===== src/hw/tmr2_pkg.sv =====
// What this block does
// - one 16-bit counter, low and high bytes
// - timer at osc/6 (osc in baud), counter on pin falls
// - mode chosen from run, uart, select and clock-out enable bits
// - control at C8H, resets 00H, flag bits
// - overflow flag only outside baud/clock-out
// - edge flag set on enabled trigger fall, except when stopped, in clock-out or down count
// - both flags share one interrupt request
// - rx clock from our or other overflows
// - tx clock from our or other overflows
// - trigger enable gates all trigger events
// - run bit starts and stops counting
// - select picks capture or reload action
// - clock-out enable drives pin enable in all modes
// - down count enable allows up/down reload
// - capture without trigger is plain counter
// - trigger fall copies count into capture
// - capture never reloads, counting continues
// - each capture overwrites capture pair
// - edge takes three machine cycles
// - up overflow reloads from capture pair
// - down underflow at capture, reloads FFFFH
package tmr2_pkg;
   // ---------------------------------------------
   // register addresses
   // ---------------------------------------------
   localparam logic [7:0] ADR_CTL   = 8'hC8; // control
   localparam logic [7:0] ADR_MOD   = 8'hC9; // mode
   localparam logic [7:0] ADR_CAPL  = 8'hCA; // capture low
   localparam logic [7:0] ADR_CAPH  = 8'hCB; // capture high
   localparam logic [7:0] ADR_CNTL  = 8'hCC; // count low
   localparam logic [7:0] ADR_CNTH  = 8'hCD; // count high
   localparam logic [7:0] ADR_IEN   = 8'hCE; // irq enable
   // ---------------------------------------------
   // field positions and values
   // ---------------------------------------------
   localparam int         B_OVF     = 7;
   localparam int         B_EXF     = 6;
   localparam int         B_RCLK    = 5;
   localparam int         B_TX_CLOCK_SELECT    = 4;
   localparam int         B_EXEN    = 3;
   localparam int         B_RUN     = 2;
   localparam int         B_SRC     = 1;
   localparam int         B_CPRL    = 0;
   localparam int         B_OE      = 1;
   localparam int         B_DOWN_COUNT_ENABLE    = 0;
   localparam logic [7:0] CTL_RST   = 8'h00;
   localparam logic [1:0] MOD_RST   = 2'h0;
   localparam logic [15:0] CNT_MAX  = 16'hFFFF;
   localparam logic [2:0] MC_LAST   = 3'h5; // osc/6
   // ---------------------------------------------
   // types
   // ---------------------------------------------
   typedef enum logic [2:0] {
      M_OFF  = 3'b000,
      M_AUTO = 3'b001,
      M_CAPT = 3'b010,
      M_CLKO = 3'b011,
      M_BAUD = 3'b100
   } tmr2_mode_t;
   typedef struct packed {
      logic [7:0] addr;  // register address
      logic [7:0] wdata; // write data
      logic       wr;    // write strobe
      logic       rd;    // read strobe
   } tmr2_bus_t;
endpackage


===== src/hw/tmr2_core.sv =====
`timescale 1ns/1ns
`default_nettype none
module tmr2_core
   import tmr2_pkg::*;
(
   input  wire logic      core_clk,
   input  wire logic      reset,
   input  wire tmr2_bus_t bus,
   output var  logic [7:0] rd_data_q,
   input  wire logic      count_input_pin,
   input  wire logic      trigger_pin,
   input  wire logic      t1_ovf_tick,
   output var  logic      rx_baud_tick_q,
   output var  logic      tx_baud_tick_q,
   output var  logic      clk_out_q,
   output var  logic      clk_out_oe_n_q,
   output var  logic      irq_q
);
   // ---------------------------------------------
   // state
   // ---------------------------------------------
   logic [7:0]  ctl_q;     // control register
   logic [1:0]  mod_q;     // mode bits 1:0
   logic        ien_q;     // interrupt enable
   logic [15:0] cnt_q;     // count pair
   logic [15:0] cap_q;     // capture pair
   logic [2:0]  mc_q;      // machine cycle div
   logic        mc_tick;   // one per machine cycle
   logic        cin_prv_q; // count pin sample
   logic        trg_prv_q; // trigger sample
   logic        trg_det_q; // high then low seen
   tmr2_mode_t  mode;      // decoded mode
   logic        inc_en;    // count step
   logic        down;      // counting down
   logic        ovf_evt;   // up rollover
   logic        unf_evt;   // down underflow
   logic        trg_act;   // accepted trigger
   logic        uart_sel;  // serial port clocking
   logic        wr_ctl;    // control write
   logic        ovf_set;   // overflow flag set
   logic        exf_set;   // edge flag set
   logic        exf_tgl;   // edge flag toggle

   // mode decode, used by logic and checks
   function automatic tmr2_mode_t dec_mode(
      input logic [7:0] c,
      input logic [1:0] m
   );
      if (!c[B_RUN])
         return M_OFF;
      else if (c[B_RCLK] | c[B_TX_CLOCK_SELECT])
         return M_BAUD;
      else if (c[B_CPRL])
         return M_CAPT;
      else if (m[B_OE])
         return M_CLKO;
      else
         return M_AUTO;
   endfunction

   // ---------------------------------------------
   // machine cycle divider
   // ---------------------------------------------
   // one pulse every six oscillator clocks
   always_ff @(posedge core_clk or posedge reset)
   begin
      if (reset)
         mc_q <= 3'h0;
      else if (mc_q == MC_LAST)
         mc_q <= 3'h0;
      else
         mc_q <= mc_q + 3'h1;
   end
   assign mc_tick = (mc_q == MC_LAST);

   // ---------------------------------------------
   // pin sampling
   // ---------------------------------------------
   // both pins sampled once per machine cycle
   always_ff @(posedge core_clk or posedge reset)
   begin
      if (reset)
      begin
         cin_prv_q <= 1'b0;
         trg_prv_q <= 1'b0;
         trg_det_q <= 1'b0;
      end
      else if (mc_tick)
      begin
         cin_prv_q <= count_input_pin;
         trg_prv_q <= trigger_pin;
         // high sample then low sample
         trg_det_q <= trg_prv_q & ~trigger_pin;
      end
   end

   // ---------------------------------------------
   // count control
   // ---------------------------------------------
   // mode, direction and events
   always_comb
   begin
      mode     = dec_mode(ctl_q, mod_q);
      uart_sel = ctl_q[B_RCLK] | ctl_q[B_TX_CLOCK_SELECT];
      // stopped unless run bit set
      if (mode == M_OFF)
         inc_en = 1'b0;
      else if (ctl_q[B_SRC])
         // pin fall seen at a tick: max osc/12
         inc_en = mc_tick & cin_prv_q & ~count_input_pin;
      else if (mode == M_BAUD)
         inc_en = 1'b1;
      else
         inc_en = mc_tick;
      // up/down only in auto-reload
      down    = (mode == M_AUTO) & mod_q[B_DOWN_COUNT_ENABLE] & ~trigger_pin;
      ovf_evt = inc_en & ~down & (cnt_q == CNT_MAX);
      unf_evt = inc_en & down & (cnt_q == cap_q);
      // trigger fall used only when enabled; trigger level sets down direction regardless
      trg_act = mc_tick & trg_det_q & ctl_q[B_EXEN]
              & ((mode == M_CAPT) | (mode == M_BAUD)
              | ((mode == M_AUTO) & ~mod_q[B_DOWN_COUNT_ENABLE]));
      // no flag in baud or clock-out
      ovf_set = (ovf_evt | unf_evt)
              & ((mode == M_AUTO) | (mode == M_CAPT));
      exf_set = trg_act;
      exf_tgl = (ovf_evt | unf_evt) & (mode == M_AUTO)
              & mod_q[B_DOWN_COUNT_ENABLE];
      wr_ctl  = bus.wr & (bus.addr == ADR_CTL);
   end

   // ---------------------------------------------
   // counter
   // ---------------------------------------------
   // software write, reload or step
   always_ff @(posedge core_clk or posedge reset)
   begin
      if (reset)
         cnt_q <= 16'h0000;
      else if (bus.wr && bus.addr == ADR_CNTL)
         cnt_q[7:0] <= bus.wdata;
      else if (bus.wr && bus.addr == ADR_CNTH)
         cnt_q[15:8] <= bus.wdata;
      else if (unf_evt)
         cnt_q <= CNT_MAX;
      else if (ovf_evt && mode != M_CAPT)
         // serial clocking forces reload
         cnt_q <= cap_q;
      else if (trg_act && mode == M_AUTO)
         cnt_q <= cap_q;
      else if (inc_en && down)
         cnt_q <= cnt_q - 16'h0001;
      else if (inc_en)
         // capture mode wraps, never reloads
         cnt_q <= cnt_q + 16'h0001;
   end

   // ---------------------------------------------
   // capture pair
   // ---------------------------------------------
   // overwritten on every capture
   always_ff @(posedge core_clk or posedge reset)
   begin
      if (reset)
         cap_q <= 16'h0000;
      else if (trg_act && mode == M_CAPT)
         cap_q <= cnt_q;
      else if (bus.wr && bus.addr == ADR_CAPL)
         cap_q[7:0] <= bus.wdata;
      else if (bus.wr && bus.addr == ADR_CAPH)
         cap_q[15:8] <= bus.wdata;
   end

   // ---------------------------------------------
   // control, mode and enable registers
   // ---------------------------------------------
   // flags: hardware set wins over clear
   always_ff @(posedge core_clk or posedge reset)
   begin
      if (reset)
         ctl_q <= CTL_RST;
      else
      begin
         if (wr_ctl)
            ctl_q[5:0] <= bus.wdata[5:0];
         // set by hardware or a control write, cleared by software
         ctl_q[B_OVF] <= ovf_set
                       | (wr_ctl ? bus.wdata[B_OVF] : ctl_q[B_OVF]);
         if (exf_set)
            ctl_q[B_EXF] <= 1'b1;
         else if (exf_tgl)
            ctl_q[B_EXF] <= ~(wr_ctl ? bus.wdata[B_EXF]
                                     : ctl_q[B_EXF]);
         else if (wr_ctl)
            ctl_q[B_EXF] <= bus.wdata[B_EXF];
      end
   end

   // mode register keeps its low two bits
   always_ff @(posedge core_clk or posedge reset)
   begin
      if (reset)
         mod_q <= MOD_RST;
      else if (bus.wr && bus.addr == ADR_MOD)
         mod_q <= bus.wdata[1:0];
   end

   // interrupt enable bit
   always_ff @(posedge core_clk or posedge reset)
   begin
      if (reset)
         ien_q <= 1'b0;
      else if (bus.wr && bus.addr == ADR_IEN)
         ien_q <= bus.wdata[0];
   end

   // ---------------------------------------------
   // read port
   // ---------------------------------------------
   // data one cycle after the strobe, else zero
   always_ff @(posedge core_clk or posedge reset)
   begin
      if (reset)
         rd_data_q <= 8'h00;
      else if (!bus.rd)
         rd_data_q <= 8'h00;
      else
         case (bus.addr)
            ADR_CTL:  rd_data_q <= ctl_q;
            ADR_MOD:  rd_data_q <= {6'h00, mod_q};
            ADR_CAPL: rd_data_q <= cap_q[7:0];
            ADR_CAPH: rd_data_q <= cap_q[15:8];
            ADR_CNTL: rd_data_q <= cnt_q[7:0];
            ADR_CNTH: rd_data_q <= cnt_q[15:8];
            ADR_IEN:  rd_data_q <= {7'h00, ien_q};
            default:  rd_data_q <= 8'h00;
         endcase
   end

   // ---------------------------------------------
   // outputs
   // ---------------------------------------------
   // uart clocks, clock-out pin and interrupt
   always_ff @(posedge core_clk or posedge reset)
   begin
      if (reset)
      begin
         rx_baud_tick_q <= 1'b0;
         tx_baud_tick_q <= 1'b0;
         clk_out_q      <= 1'b0;
         clk_out_oe_n_q <= 1'b1;
         irq_q          <= 1'b0;
      end
      else
      begin
         // our overflow or the other timer's
         rx_baud_tick_q <= ctl_q[B_RCLK] ? (ovf_evt & uart_sel)
                                         : t1_ovf_tick;
         tx_baud_tick_q <= ctl_q[B_TX_CLOCK_SELECT] ? (ovf_evt & uart_sel)
                                         : t1_ovf_tick;
         // toggles on each clock-out rollover
         if (mode == M_CLKO && ovf_evt)
            clk_out_q <= ~clk_out_q;
         clk_out_oe_n_q <= ~mod_q[B_OE];
         // shared request for both causes
         irq_q <= ien_q & (ctl_q[B_OVF] | ctl_q[B_EXF]);
      end
   end
endmodule // tmr2_core
`default_nettype wire


===== config.mk =====
export PLATFORM = sky130hd
export DESIGN_NAME = tmr2_core
export DESIGN_NICKNAME = d
export VERILOG_FILES = /design/src/hw/tmr2_pkg.sv /design/src/hw/tmr2_core.sv
export SDC_FILE = /design/constraint.sdc
export NUM_CORES = 1
export LEC_CHECK = 0
export ABC_AREA = 1
export BUFFER_PORTS_ARGS = -buffer_cell sky130_fd_sc_hd__buf_2
export CAP_MARGIN = 5
export CORE_MARGIN = 2
export CORE_UTILIZATION = 35
export CTS_CLUSTER_DIAMETER = 40
export DETAILED_ROUTE_END_ITERATION = 8
export HOLD_SLACK_MARGIN = 0.1
export PLACE_DENSITY_LB_ADDON = 0.12
export SLEW_MARGIN = 10
export SYNTH_ARGS = -nofsm -noshare
export SYNTH_HDL_FRONTEND = slang
export SYNTH_SLANG_ARGS = --single-unit

===== constraint.sdc =====
create_clock -name core_clk -period 4.1 [get_ports core_clk]
set_input_delay 0.82 -clock core_clk [delete_from_list [all_inputs] [get_ports core_clk]]
set_output_delay 0.82 -clock core_clk [all_outputs]
set_load 0.01 [all_outputs]

* Word-level counts from Yosys, hierarchy flattened
Index checks and enable logic that the tools add are counted.
** Word-level totals
- Bits in registers :: 62
- Input port bits :: 23
** Operators by class
- $add $sub $neg :: 3
- Equality and inequality tests :: 17
- Mux-type cells :: 28
- Bitwise gates (word level) :: 34
- Reduce and logical (&&, ||, !) cells :: 19
** Operators with widths (count)
- 2-to-1 mux 16 bit :: 6
- equality test 8 bit (second input constant) :: 7
- 2-to-1 mux 8 bit :: 7
- case mux 8 bit (7 select lines) :: 1
- bitwise AND 1 bit :: 19
- adder 16 x 1 -> 16 bit (second input constant) :: 1
- equality test 16 bit :: 1
- equality test 16 bit (second input constant) :: 1
- subtractor 16 x 1 -> 16 bit (second input constant) :: 1
- nonzero test 6 bit :: 2
- logical AND 1 bit :: 11
- 2-to-1 mux 1 bit :: 9
- 2-to-1 mux 3 bit :: 3
- inverter 1 bit :: 8
- bitwise OR 1 bit :: 7
- equality test 3 x 2 -> 1 bit (second input constant) :: 2
- equality test 3 bit (second input constant) :: 2
- AND reduction 2 bit :: 3
- 2-to-1 mux 2 bit :: 2
- inequality test 2 bit (second input constant) :: 2
- nonzero test 2 bit :: 2
- adder 3 x 1 -> 3 bit (second input constant) :: 1
- equality test 3 x 1 -> 1 bit (second input constant) :: 1
- zero test 3 bit :: 1
- inequality test 3 x 2 -> 1 bit (second input constant) :: 1

* Depth between registers and ports, before layout
- Depth in word-level cells :: 15
- Depth in mapped cells :: 21

* Worst setup path before layout
No wires, ideal clock.
- Kind :: input -> register
- Start :: input count_input_pin
- End :: register cnt_q[11]
- Library setup time :: 0.116 ns
- Arrival :: 3.109 ns
- Data required time :: 3.984 ns
- Slack :: 0.874 ns
- Stages on the path :: 17
- Buffers on the path :: 0
- Cell sequence :: nand3b_4 > nand2_1 > nand2_1 > nor2_1 > ha_1 > nand2_1 > inv_1 > a21oi_1 > nand2_1 > nand2_1 > o21bai_1 > nor2_1 > nor2_1 > nand2_1 > nand2_1 > nand2_1 > nand2_1
** On the way
- Longest elaborated chain between the ends :: 10
** Ends and longest elaborated chain
- from (decl) :: line tmr2_core.sv:10 : input wire logic count_input_pin,
- inverter 1 bit (*) :: line tmr2_core.sv:110 : inc_en = mc_tick & cin_prv_q & ~count_input_pin;
- bitwise AND 1 bit (*) :: line tmr2_core.sv:110
- 2-to-1 mux 1 bit (*) :: line tmr2_core.sv:108 : else if (ctl_q[B_SRC])
- 2-to-1 mux 1 bit (*) :: line tmr2_core.sv:106 : if (mode == M_OFF)
- logical AND 1 bit / bitwise AND 1 bit (equally long branches) :: line tmr2_core.sv:151, tmr2_core.sv:117
- 2-to-1 mux 16 bit / bitwise AND 1 bit (equally long branches) :: line tmr2_core.sv:151, tmr2_core.sv:117
- 2-to-1 mux 16 bit / logical AND 1 bit (equally long branches) :: line tmr2_core.sv:149, tmr2_core.sv:146
- 2-to-1 mux 16 bit :: line tmr2_core.sv:146 : else if (ovf_evt && mode != M_CAPT)
- 2-to-1 mux 16 bit :: line tmr2_core.sv:144 : else if (unf_evt)
- 2-to-1 mux 8 bit :: line tmr2_core.sv:142 : else if (bus.wr && bus.addr == ADR_CNTH)
- to (signal assigned) :: line tmr2_core.sv:143 : cnt_q[15:8] <= bus.wdata;
- to (signal assigned) :: line tmr2_core.sv:148 : cnt_q <= cap_q;
- to (signal assigned) :: line tmr2_core.sv:150 : cnt_q <= cap_q;
- to (decl) :: line tmr2_core.sv:25 : logic [15:0] cnt_q;
Every way passes the cells marked *; elsewhere a longest branch is shown, timed or not.
A chain may end at the register's enable or synchronous reset.

* Worst setup path in the final report
- Start :: register ctl_q[5]
- End :: register cnt_q[10]
** On the way
- Longest elaborated chain between the ends :: 13
** Ends and longest elaborated chain
- from (decl) :: line tmr2_core.sv:22 : logic [7:0] ctl_q;
- from (signal assigned) :: line tmr2_core.sv:185 : ctl_q[5:0] <= bus.wdata[5:0];
- from (signal, indexed assignment) :: line tmr2_core.sv:187 : ctl_q[B_OVF] <= ovf_set
- from (signal, indexed assignment) :: line tmr2_core.sv:192 : ctl_q[B_EXF] <= ~(wr_ctl ? bus.wdata[B_EXF]
- bitwise OR 1 bit (*) :: line tmr2_core.sv:51 : else if (c[B_RCLK] | c[B_TX_CLOCK_SELECT])
- 2-to-1 mux 3 bit (*) :: line tmr2_core.sv:51
- 2-to-1 mux 3 bit (*) :: line tmr2_core.sv:49 : if (!c[B_RUN])
- equality test 3 bit / equality test 3 x 1 -> 1 bit (equally long branches)
- 2-to-1 mux 1 bit / bitwise AND 1 bit (equally long branches) :: line tmr2_core.sv:111, tmr2_core.sv:116
- 2-to-1 mux 1 bit / bitwise AND 1 bit (equally long branches) :: line tmr2_core.sv:108, tmr2_core.sv:116
- 2-to-1 mux 1 bit / inverter 1 bit (equally long branches) :: line tmr2_core.sv:106, tmr2_core.sv:117
- logical AND 1 bit / bitwise AND 1 bit (equally long branches) :: line tmr2_core.sv:151, tmr2_core.sv:117
- 2-to-1 mux 16 bit / bitwise AND 1 bit (equally long branches) :: line tmr2_core.sv:151, tmr2_core.sv:117
- 2-to-1 mux 16 bit / logical AND 1 bit (equally long branches) :: line tmr2_core.sv:149, tmr2_core.sv:146
- 2-to-1 mux 16 bit :: line tmr2_core.sv:146
- 2-to-1 mux 16 bit :: line tmr2_core.sv:144
- 2-to-1 mux 8 bit :: line tmr2_core.sv:142
Marks and branches as above.

==> impl_metrics.ini <==
[timing]
relSlewSlack = 0.4512
finalCritPeriodShare = 0.7585
period_needed_ns = 3.110
fmax_ghz = 0.3215
final_max_slew_viol_count = 0
rsz0062_at_grt = no
worst_pin_slew_ns = 0.8220
hold_viol_final = 0
fin_skew_ns = 0.005787
finalSetupViolCount = 0
setup_tns_ns = 0

[yosys]
synth-main-ff-cell = dfrtp_1
synth_edf_count = 0
seq_area_frac_synth = 0.3401
ys_ff_latch = 62
ys_types = 45
ys_warn_count = 0
synthArstFlopShare = 1.000
syn_inst = 682
netlist_area_um2 = 4566
synth_nets = 720
syn_avg_cell_area_um2 = 6.694

[worst_setup_path]
cp_slowest_stage_delay_ns = 0.42
crit_top_cell = nand2_1
crit_slowest_cell = dfrtp_1
path_max_fanout = 17
required_ns = 4.33
critPathTopFamily = simple AND/OR/NAND/NOR gates
start_kind = register
arrival_ns = 3.34
worstSetupPathType = reg -> reg
cp-end-kind = register
worst-path-buf-inv = 3
crit_chain = nor2_1 -> nand4_1 -> nor2_2 -> inv_1 -> nor2_1 -> buf_4 -> ha_1 -> nand2_1 -> inv_1 -> a21oi_1 -> nand2_1 -> nand2_1 -> nand3_1 -> nand4_1 -> nand3_1 -> nand3_1 -> nand2_1

[grt]
grt_pass1_vias = 4430
grt.total_usage = 0.2207
grt_antenna_before_repair = 0
grt_max_degree = 39
grt_overflow_total = 0
grt_pass1_wl_um = 24090

[clock_network]
post-cts-setup-buffers = 0
cts_max_level = 3
clock_latency_ns = 0.34
clkSlewWorstSetupHoldPaths_ns = 0.06
clock_sinks = 62
cts_tree = yes
root_buffer = clkbuf_16
cts_buffers = 9
clk_path_buf_depth = 2
cts_hold_buf = 0
post_cts_resized = 0

[floorplan]
io_pins = 36
rows = 41
core_area_um2 = 12670
initial_core_util = 0.3603
die_w_um = 118.2
die_area_um2 = 13970
die_h_um = 118.2

[power_and_ir_drop]
irDropWorstVdd_mv = 0.2373
power.leakage_nw = 2.769
total_power_w = 0.001992
p_per_area_nw_per_um2 = 377.1

[final_layout]
fillerInstances = 1364
diodes = 0
final_nets = 757
final_core_util = 0.4168
final_cell_mix = nand2_1 (223), inv_1 (80), nor2_1 (79), dfrtp_1 (61), nand3_1 (55)
final_cell_area_um2 = 5281
final_layout_size_suffix_gt1_frac = 0.1202
final_common_cell = nand2_1
area_growth_pct = 15.68

[routing]
viasPerCell = 5.208
dr.first_iter.drc_count = 319
wire_per_inst_um = 16.78
postRouteAntennaNets = 0
drc_errors = 0
drt-pass1-iter-count = 5
finalWirelength_um = 15040
num_vias = 4666

[place]
placed_area_um2 = 4911
gp_congestion = 0.9154
dp_hpwl_um = 11500
io_buffers = 35

[status]
outcome = complete, no violations

[job]
drv_cap = 0

[min_path]
hp-class = reg -> reg
area by class of cell:
cell class	count	area, um2	area share
flip-flops and latches	62	1553	0.2940
repair buffers	38	197.7	0.03743
inverters	90	337.8	0.06397
well taps	172	215.2	0.04075
multi-input cells	518	2608	0.4937
clock inverters	7	145.1	0.02748
clock buffers	9	225.2	0.04264
cells in the mapped netlist, types with 4 or more instances:
master	number	share of area
inv_1	81	0.067
a211oi_1	4	0.0066
nand3_1	55	0.060
o22ai_1	13	0.018
ha_1	14	0.038
nand2_1	223	0.18
a21oi_1	28	0.031
clkbuf_1	6	0.0049
xor2_1	6	0.012
dfrtp_1	61	0.33
nor2_1	79	0.065
o221ai_1	13	0.025
o21ai_1	8	0.0088
nand4_1	15	0.021
nor2_2	8	0.011
inv_2	9	0.0074
o21ai_0	17	0.019
flip-flops by register name (all words and copies together) (netlist names):
| register | count |
|---|---|
| cin_prv_q | 1 |
| rx_baud_tick_q | 1 |
| mod_q | 2 |
| ien_q | 1 |
| trg_prv_q | 1 |
| rd_data_q | 8 |
| mc_q | 3 |
| cnt_q | 16 |
| irq_q | 1 |
| cap_q | 16 |
| clk_out_q | 1 |
| clk_out_oe_n_q | 1 |
| ctl_q | 8 |
| tx_baud_tick_q | 1 |
| trg_det_q | 1 |
report_power, final:
group,internal (W),leakage [nW],switching [W]
Combinational,0.000114,1.86,0.000201
Clock,0.000658,0.176,0.000300
Sequential,0.000655,0.734,0.0000635
routing by layer:
metal  wire length [um]  global-route usage  up-vias
li1                   -                   -     2308
met1               7154              0.3145     2172
met2               6584              0.3284      163
met3               1050             0.05840       23
met4                246             0.06099        0
met5                  0                   0        -
worst paths after layout:
kind,depth (start not counted),end,from,slack (ns)
worst min-delay path,1,clk_out_oe_n_q,mod_q[1],0.45
max in group asynchronous,3,cnt_q[1],reset,2.58
worst max register to register,17,cnt_q[10],ctl_q[5],0.99
worst max-delay path,17,cnt_q[10],ctl_q[5],0.99
min in group asynchronous,2,rx_baud_tick_q,reset,0.64
worst min register to register,1,clk_out_oe_n_q,mod_q[1],0.45
cells by family after synthesis:
group / after synthesis / share of synthesized area
mux: 1 / 0.002192
compound gates: 91 / 0.1225
fa+ha+maj: 15 / 0.04275
simple gates: 402 / 0.3864
flops: 62 / 0.3401
buf+inv: 102 / 0.08879
xor+xnor: 9 / 0.01727
stage by stage:
step           hold WS, ns  instances  setup slack (ns)
4_1_cts             0.4499        896             1.027
6_report            0.4498        896            0.9900
3_3_place_gp        0.4442        880            0.8117
2_1_floorplan       0.4083        682            0.8745
5_1_grt             0.4885        896            0.6945
3_5_place_dp        0.4439        880            0.8379
Note: power is estimated with default switching activity, not from simulation.
